--- src/design/ioexp_pkg.sv ---
`default_nettype none

package ioexp_pkg;

  // ----------------------------------------------------------------
  // Command byte values, one per register
  // ----------------------------------------------------------------
  localparam logic [7:0] CMD_IN0  = 8'h00;
  localparam logic [7:0] CMD_IN1  = 8'h01;
  localparam logic [7:0] CMD_OUT0 = 8'h02;
  localparam logic [7:0] CMD_OUT1 = 8'h03;
  localparam logic [7:0] CMD_INV0 = 8'h04;
  localparam logic [7:0] CMD_INV1 = 8'h05;
  localparam logic [7:0] CMD_DIR0 = 8'h06;
  localparam logic [7:0] CMD_DIR1 = 8'h07;
  localparam logic [7:0] CMD_LAST = 8'h07;

  // ----------------------------------------------------------------
  // Command byte fields: bits 2:1 pick the register kind, bit 0 the port
  // ----------------------------------------------------------------
  localparam int         CMD_KIND_HI = 2;
  localparam int         CMD_KIND_LO = 1;
  localparam int         CMD_PORT    = 0;
  localparam logic [1:0] KIND_IN     = 2'h0;
  localparam logic [1:0] KIND_OUT    = 2'h1;
  localparam logic [1:0] KIND_INV    = 2'h2;
  localparam logic [1:0] KIND_DIR    = 2'h3;

  // ----------------------------------------------------------------
  // Reset values and constants
  // ----------------------------------------------------------------
  localparam logic [7:0] LATCH_RST    = 8'hFF;
  localparam logic [7:0] INVERT_RST   = 8'h00;
  localparam logic [7:0] DIR_RST      = 8'hFF;
  localparam logic [7:0] PTR_RST      = 8'h00;
  localparam logic [7:0] UNMAPPED_VAL = 8'h00;
  // Seven-bit bus address; the value is arbitrary.
  localparam logic [6:0] SLAVE_ADDR   = 7'h27;
  localparam logic [3:0] BIT_ACK      = 4'h8;
  localparam logic [3:0] BIT_DONE     = 4'h9;

  // ----------------------------------------------------------------
  // Types
  // ----------------------------------------------------------------
  typedef struct packed {
    logic [7:0] latch;
    logic [7:0] invert;
    logic [7:0] direction;
  } ioexp_port_t;

  typedef enum logic [2:0] {
    ST_IDLE,
    ST_ADDR,
    ST_CMD,
    ST_WR,
    ST_RD
  } ioexp_state_t;

endpackage

`default_nettype wire

--- src/design/ioexp_sync.sv ---
`timescale 1ns/10ps
`default_nettype none

// Two-stage synchroniser for levels arriving from outside the clock.
module ioexp_sync #(
  parameter int W = 1
) (
  input  wire logic         ref_clk,
  input  wire logic         rst,
  input  wire logic [W-1:0] async_i,
  output logic      [W-1:0] sync_o
);

  logic [W-1:0] meta_r;

  // The first stage feeds only the second stage.
  always_ff @(posedge ref_clk or posedge rst)
  begin
    if (rst)
    begin
      meta_r <= '0;
      sync_o <= '0;
    end
    else
    begin
      meta_r <= async_i;
      sync_o <= meta_r;
    end
  end

endmodule

`default_nettype wire

--- src/design/ioexp_regs.sv ---
`timescale 1ns/10ps
`default_nettype none

// Operation
// - Commands 00h and 01h select the read-only input level bytes of port 0 and port 1.
// - Each input level bit shows the sampled pin level whatever the pin direction.
// - A write to an input level register changes nothing but is still acknowledged.
// - Commands 02h and 03h select the output latches, read/write, reset to all ones.
// - A latch bit drives its pin only while that pin is an output.
// - Reading a latch returns the stored value, not the pin level.
// - Commands 04h and 05h select the inversion registers, read/write, reset to zero.
// - A set inversion bit complements the reported level, a clear one passes it.
// - Inversion applies to the levels reported for input-direction pins.
// - Commands 06h and 07h select the direction registers, reset to all ones (inputs).
// - Direction one leaves the pin undriven, zero drives the latch level onto it.
// - The byte after the address is kept as the pointer selecting later data bytes.
// - Each further written byte goes to the other register of the pair, without limit.
// - Each further read byte comes from the other register of the pair; the master ends with no ack.
module ioexp_regs
  import ioexp_pkg::*;
(
  input  wire logic       ref_clk,
  input  wire logic       rst,
  input  wire logic       scl_i,
  input  wire logic       sda_i,
  output logic            sda_o,
  output logic            sda_oe,
  input  wire logic [7:0] port0_pin_i,
  input  wire logic [7:0] port1_pin_i,
  output logic      [7:0] port0_pin_o,
  output logic      [7:0] port0_pin_oe,
  output logic      [7:0] port1_pin_o,
  output logic      [7:0] port1_pin_oe
);

  // ----------------------------------------------------------------
  // Synchronised pins
  // ----------------------------------------------------------------
  logic [17:0] sync_s;
  logic        scl_s;
  logic        sda_s;
  logic [7:0]  pin_s [2];

  ioexp_sync #(
    .W (18)
  ) u_sync (
    .ref_clk (ref_clk),
    .rst     (rst),
    .async_i ({scl_i, sda_i, port1_pin_i, port0_pin_i}),
    .sync_o  (sync_s)
  );

  // Bus lines and port pins after the two-stage crossing.
  assign scl_s    = sync_s[17];
  assign sda_s    = sync_s[16];
  assign pin_s[1] = sync_s[15:8];
  assign pin_s[0] = sync_s[7:0];

  // ----------------------------------------------------------------
  // State
  // ----------------------------------------------------------------
  ioexp_state_t st_r;
  ioexp_state_t st_nxt;
  ioexp_port_t  port_r [2];
  ioexp_port_t  port_nxt [2];
  logic [3:0]   cnt_r;
  logic [3:0]   cnt_nxt;
  logic [7:0]   sh_r;
  logic [7:0]   sh_nxt;
  logic [7:0]   ptr_r;
  logic [7:0]   ptr_nxt;
  logic         rw_r;
  logic         rw_nxt;
  logic         oe_r;
  logic         oe_nxt;
  logic         mack_r;
  logic         mack_nxt;
  logic         scl_d_r;
  logic         sda_d_r;
  logic         start_det;
  logic         stop_det;
  logic         scl_rise;
  logic         scl_fall;
  logic [7:0]   ptr_tog;

  // ----------------------------------------------------------------
  // Helpers
  // ----------------------------------------------------------------

  // Reported input level: inversion only where the pin is an input.
  function automatic logic [7:0] level_of(input logic [7:0] pin, input ioexp_port_t p);
    level_of = pin ^ (p.invert & p.direction);
  endfunction

  // Byte returned for a read at the given pointer.
  function automatic logic [7:0] read_byte(input logic [7:0] ptr, input ioexp_port_t p0, input ioexp_port_t p1,
                                           input logic [7:0] pin0, input logic [7:0] pin1);
    ioexp_port_t p;
    logic [7:0]  pin;
    p   = ptr[CMD_PORT] ? p1 : p0;
    pin = ptr[CMD_PORT] ? pin1 : pin0;
    if (ptr > CMD_LAST)
    begin
      read_byte = UNMAPPED_VAL;
    end
    else
    begin
      case (ptr[CMD_KIND_HI:CMD_KIND_LO])
        KIND_IN:  read_byte = level_of(pin, p);
        KIND_OUT: read_byte = p.latch;
        KIND_INV: read_byte = p.invert;
        KIND_DIR: read_byte = p.direction;
        default:  read_byte = UNMAPPED_VAL;
      endcase
    end
  endfunction

  // Bus conditions seen on the synchronised lines.
  assign start_det = scl_s & sda_d_r & ~sda_s;
  assign stop_det  = scl_s & ~sda_d_r & sda_s;
  assign scl_rise  = ~scl_d_r & scl_s;
  assign scl_fall  = scl_d_r & ~scl_s;
  // Pair partner: only bit 0 flips, so a pointer never leaves its pair.
  assign ptr_tog   = (ptr_r > CMD_LAST) ? ptr_r : {ptr_r[7:1], ~ptr_r[CMD_PORT]};

  // ----------------------------------------------------------------
  // Next-state logic
  // ----------------------------------------------------------------

  // Bit counter runs 1..8 over data bits, 9 over the acknowledge bit.
  always_comb
  begin
    st_nxt   = st_r;
    port_nxt = port_r;
    cnt_nxt  = cnt_r;
    sh_nxt   = sh_r;
    ptr_nxt  = ptr_r;
    rw_nxt   = rw_r;
    oe_nxt   = oe_r;
    mack_nxt = mack_r;
    if (start_det)
    begin
      st_nxt  = ST_ADDR;
      cnt_nxt = 4'h0;
      oe_nxt  = 1'b0;
    end
    else if (stop_det)
    begin
      st_nxt  = ST_IDLE;
      cnt_nxt = 4'h0;
      oe_nxt  = 1'b0;
    end
    else if (st_r != ST_IDLE && scl_rise)
    begin
      cnt_nxt = cnt_r + 4'h1;
      if (cnt_r < BIT_ACK && st_r != ST_RD)
      begin
        sh_nxt = {sh_r[6:0], sda_s};
      end
      else if (cnt_r == BIT_ACK && st_r == ST_RD)
      begin
        mack_nxt = ~sda_s;
      end
    end
    else if (st_r != ST_IDLE && scl_fall)
    begin
      if (cnt_r == BIT_ACK)
      begin
        // A whole byte has passed; act on it and drive or release acknowledge.
        case (st_r)
          ST_ADDR:
          begin
            if (sh_r[7:1] == SLAVE_ADDR)
            begin
              rw_nxt = sh_r[0];
              oe_nxt = 1'b1;
            end
            else
            begin
              st_nxt = ST_IDLE;
            end
          end
          ST_CMD:
          begin
            ptr_nxt = sh_r;
            oe_nxt  = 1'b1;
          end
          ST_WR:
          begin
            oe_nxt = 1'b1;
            if (ptr_r <= CMD_LAST)
            begin
              case (ptr_r[CMD_KIND_HI:CMD_KIND_LO])
                KIND_OUT: port_nxt[ptr_r[CMD_PORT]].latch     = sh_r;
                KIND_INV: port_nxt[ptr_r[CMD_PORT]].invert    = sh_r;
                KIND_DIR: port_nxt[ptr_r[CMD_PORT]].direction = sh_r;
                default:  port_nxt = port_r;
              endcase
            end
            ptr_nxt = ptr_tog;
          end
          ST_RD:
          begin
            oe_nxt  = 1'b0;
            ptr_nxt = ptr_tog;
          end
          default: st_nxt = ST_IDLE;
        endcase
      end
      else if (cnt_r == BIT_DONE)
      begin
        cnt_nxt = 4'h0;
        oe_nxt  = 1'b0;
        if ((st_r == ST_ADDR && rw_r) || (st_r == ST_RD && mack_r))
        begin
          // Present the next byte, most significant bit first.
          st_nxt = ST_RD;
          sh_nxt = read_byte(ptr_r, port_r[0], port_r[1], pin_s[0], pin_s[1]);
          oe_nxt = ~sh_nxt[7];
        end
        else if (st_r == ST_RD)
        begin
          st_nxt = ST_IDLE;
        end
        else if (st_r == ST_ADDR)
        begin
          st_nxt = ST_CMD;
        end
        else
        begin
          st_nxt = ST_WR;
        end
      end
      else if (st_r == ST_RD && cnt_r != 4'h0)
      begin
        sh_nxt = {sh_r[6:0], 1'b0};
        oe_nxt = ~sh_r[6];
      end
    end
  end

  // ----------------------------------------------------------------
  // Registers
  // ----------------------------------------------------------------

  // Power-on values put every pin in the undriven input state.
  always_ff @(posedge ref_clk or posedge rst)
  begin
    if (rst)
    begin
      st_r    <= ST_IDLE;
      cnt_r   <= 4'h0;
      sh_r    <= 8'h00;
      ptr_r   <= PTR_RST;
      rw_r    <= 1'b0;
      oe_r    <= 1'b0;
      mack_r  <= 1'b0;
      scl_d_r <= 1'b1;
      sda_d_r <= 1'b1;
      for (int i = 0; i < 2; i++)
      begin
        port_r[i].latch     <= LATCH_RST;
        port_r[i].invert    <= INVERT_RST;
        port_r[i].direction <= DIR_RST;
      end
    end
    else
    begin
      st_r    <= st_nxt;
      cnt_r   <= cnt_nxt;
      sh_r    <= sh_nxt;
      ptr_r   <= ptr_nxt;
      rw_r    <= rw_nxt;
      oe_r    <= oe_nxt;
      mack_r  <= mack_nxt;
      scl_d_r <= scl_s;
      sda_d_r <= sda_s;
      port_r  <= port_nxt;
    end
  end

  // ----------------------------------------------------------------
  // Outputs
  // ----------------------------------------------------------------

  // The data line is open drain: only ever pulled low.
  assign sda_o  = 1'b0;
  assign sda_oe = oe_r;

  // Latch drives the pin only where direction is zero.
  assign port0_pin_o  = port_r[0].latch;
  assign port0_pin_oe = ~port_r[0].direction;
  assign port1_pin_o  = port_r[1].latch;
  assign port1_pin_oe = ~port_r[1].direction;

endmodule

`default_nettype wire

--- config.mk ---
export PLATFORM = sky130hd
export DESIGN_NAME = ioexp_regs
export DESIGN_NICKNAME = d
export VERILOG_FILES = /design/src/design/ioexp_pkg.sv /design/src/design/ioexp_sync.sv /design/src/design/ioexp_regs.sv
export SDC_FILE = /design/constraint.sdc
export NUM_CORES = 1
export LEC_CHECK = 0
export ABC_AREA = 1
export ABC_CLOCK_PERIOD_IN_PS = 3400
export BUFFER_PORTS_ARGS = -buffer_cell sky130_fd_sc_hd__buf_2
export CAP_MARGIN = 20
export CORE_MARGIN = 2
export CORE_UTILIZATION = 40
export CTS_CLUSTER_DIAMETER = 80
export DETAILED_ROUTE_END_ITERATION = 12
export GPL_TIMING_DRIVEN = 1
export PLACE_DENSITY = 0.61
export SLEW_MARGIN = 0
export SYNTH_ARGS = -nofsm -noshare
export SYNTH_HDL_FRONTEND = slang
export SYNTH_SLANG_ARGS = --single-unit
export TNS_END_PERCENT = 5
--- constraint.sdc ---
create_clock -name ref_clk -period 3.4 [get_ports ref_clk]
set_input_delay 0.68 -clock ref_clk [delete_from_list [all_inputs] [get_ports ref_clk]]
set_output_delay 0.68 -clock ref_clk [all_outputs]
set_load 0.03 [all_outputs]
==> results summary <==
From left edge to right edge, the die measures 122 µm. The highest layer touched by signal routing is met4. The sequential cells in the finished layout cover a total of 0.00285 mm².

By count the netlist is led by 232 x nand2_1, 80 x inv_1, 78 x dfrtp_1. The total of warnings raised by yosys came out at 0. The run finished with clean final reports.

The launching element type of the critical path is a flip-flop. The gate count after technology mapping came out at 685. The leading cell type by number of instances after synthesis is nand2_1. The worst setup slack after placement came out at 1390 ps.

The clock passes through at most 2 buffers. The clock period minus final worst setup slack came out at 2010 ps. The layout-stage area growth over the synthesis result is 10.6%. The wire length of the first global-routing pass came out at 21300 µm. The number of distinct library cells after synthesis is 34. The number of ports placed on the die boundary is 54. The number of H-tree levels came out at 3.

After detailed routing, the wire length on met1 is 5950 µm. Summed over all cells, the static leakage comes to 3.02 nW. The path class of the tightest hold or removal check is reg2reg. Entering global routing, the biggest net connects 113 pins. The number of antenna violations at the first check in global routing is 0. The total power draw came out at 2.91 mW. In the final layout, the multi-input gates occupy 0.00215 mm². The iteration-0 DRC count of the detailed router is 394. Wire segments on met3 add up to 621 µm in the final route. By area the synthesized netlist is led by dfrtp_1 35%, dfstp_2 16%, nand2_1 16%, inv_1 5.4%, nand3_1 5.3%. The post-detailed-route wirelength per cell came out at 14.5 µm. The critical path arrival is 2250 ps. The full die area is 0.0148 mm². The count of pins over their slew limit came to 0.

The dominant synthesized flop cell is dfrtp_1. The setup path with the least slack is of type reg2reg. The buffer count from post-CTS setup fixing came out at 0. The root buffer cell chosen for the clock tree is clkbuf_16. After clock tree synthesis, the repair step resized 0 gates. The met2 wirelength from detailed routing came out at 5960 µm. Final hold analysis gives a worst-case slack of 348 ps. After legalization and detailed placement, the total HPWL measured 9440 µm. The total overflow left after global routing is 0.

Global routing consumed, over all layers together, 18.7% of the routing resources. Counting flops and latches in the post-synthesis netlist gives 112. The starting density of the core came out at 40.5%.

The number of nets produced by synthesis came out at 708. The number of placed instances, taps included, is 884. Row generation in the floorplan step produced 43 rows. For this design the ratio of total power to cell area is 474 mW/mm². The vias after detailed routing came out at 4393. The total of buffers placed on input and output ports is 52. The pin slew with the least headroom to its limit came out at 691 ps. The post-synthesis cell type with the largest combined area is dfrtp_1. The number of inserted diodes is 0. The worst path uses 59.1% of the clock period. The core outline area is 0.0137 mm². The worst setup path is captured at a flip-flop. Dividing the detail-routed via count by the number of cells gives 4.88. The number of routed nets with antenna violations is 0. The fraction of layout cells with a size suffix above 1 is 21.4%. Across the routed clock network, the largest skew measured is 12.6 ps. The number of global-route vias before repair came out at 4175.

The count of hold-fix buffers inserted at cts came out at 0. The count of maximum capacitance violations came out at 0. In this run the worst path has a maximum fanout of 16.

The number of filler instances in the final layout came out at 1371. Summed over all failing endpoints, the final setup total negative slack is 0 ps. The synthesized area per cell is 8.11 µm².

The count of endpoints failing hold in the final timing report is 0. The total iterations of the first detailed-routing run is 5. The vertical die dimension is 122 µm. The count of unresolved DRC violations after routing is 0.

The maximum frequency from static timing analysis is 497 MHz. The relative slew slack is 53.7%. For this block, the routed nets add up to 13100 µm of wire. In this run the cell area of the synthesized design comes to 0.00555 mm². The required time reported for the critical path endpoint is 3640 ps. The maximum ir drop on the vdd rail is 0.226 mV. Setup repair after global routing left no endpoint under its margin. In this run, synthesis inferred 0 flip-flops with an integrated enable. In the post-route analysis, the smallest setup slack over all paths is 1390 ps.

The clock slew seen by the registers of the worst setup and hold paths came out at 80 ps. Routability-driven placement finished with a final weighted congestion of 0.873. TritonCTS built the clock tree. For this run, asynchronously set or reset flops after synthesis account for 100%. The number of clock sinks is 112. Sequential cells were found to cover 51.2% of the synthesized design area. In the final design database the tool counted 738 nets. Counting the buffers created by CTS gives 9. The count of placed standard cells in the final layout, fillers left out is 900. The worst-skew pair later-pin latency is 360 ps. The fraction of post-synthesis cell area in the top cell type by area is 35.1%. The total setup violations reported at the end of the flow came out at 0.
## metrics by stage
stage	instance area (µm²)	util (%)
5_1_grt	6140	44.8
2_1_floorplan	5560	-
4_1_cts	6140	44.8
3_5_place_dp	5840	42.6
3_3_place_gp	5840	42.6
6_report	6140	44.8
## worst paths after layout
check	start	endpoint	slack, ps	cells after the start
min in group asynchronous	rst	u_sync.meta_r[10]	420	3
worst min-delay path	u_sync.meta_r[5]	u_sync.sync_o[5]	350	0
worst min register to register	u_sync.meta_r[5]	u_sync.sync_o[5]	350	0
max in group asynchronous	rst	sh_r[1]	2440	3
worst max-delay path	cnt_r[0]	flip-flop	1390	9
worst max register to register	cnt_r[0]	flip-flop	1390	9
## cell usage in the layout (no fill, tap or decap), types with 3 or more instances in the layout
| master | instances |
|---|---|
| nand2_1 | 232 |
| inv_1 | 79 |
| dfrtp_1 | 77 |
| nand3_1 | 59 |
| buf_2 | 52 |
| o21ai_0 | 51 |
| dfstp_2 | 34 |
| nor2_1 | 28 |
| a21oi_1 | 11 |
| o21ai_2 | 11 |
| clkbuf_16 | 9 |
| nand2_2 | 7 |
| o211ai_1 | 7 |
| or2_2 | 6 |
| inv_2 | 5 |
| nor2_4 | 5 |
| o21ai_1 | 5 |
| nand4_1 | 3 |
| nand2_4 | 3 |
| nor3_2 | 3 |
| nor2_2 | 3 |
| ha_1 | 3 |
| buf_4 | 3 |
## cell families after synthesis
kind of cell	count (synthesis)	synth area share (%)
buffers and inverters	122	10.1
flip-flops	112	51.2
AO/OA/AOI/OAI	90	9.33
XOR/XNOR	2	0.315
AND/OR/NAND/NOR	355	28.2
adder cells (fa/ha/maj)	3	0.676
other	1	0.0675
## metal layers
layer,global-route usage [%],vias to the layer above
met1,24.6,2051
li1,-,2185
met2,29.4,120
met3,3.18,37
met4,10.5,0
met5,0,-
## final cells by class
| class | count | share of cell area [%] |
|---|---|---|
| Timing Repair Buffer | 56 | 4.93 |
| Clock inverter | 6 | 1.12 |
| Clock buffer | 10 | 3.73 |
| Multi-Input combinational cell | 451 | 34.9 |
| Tap cell | 180 | 3.67 |
| Sequential cell | 112 | 46.4 |
| Inverter | 85 | 5.26 |
## critical path, stage by stage, from the launching register on
cell and delay (ps):
dfrtp_1 420, inv_1 110, ha_1 190, nand3_2 210, nor2_4 210, nand2_4 110
nor2_4 270, nand2_4 200, nand2_1 130, o21ai_2 50
## power by group
group          internal, mW  switching (mW)
clock network         0.576           0.497
logic                0.0963           0.234
registers              1.40           0.103
Note: power is estimated with default switching activity, not from simulation.
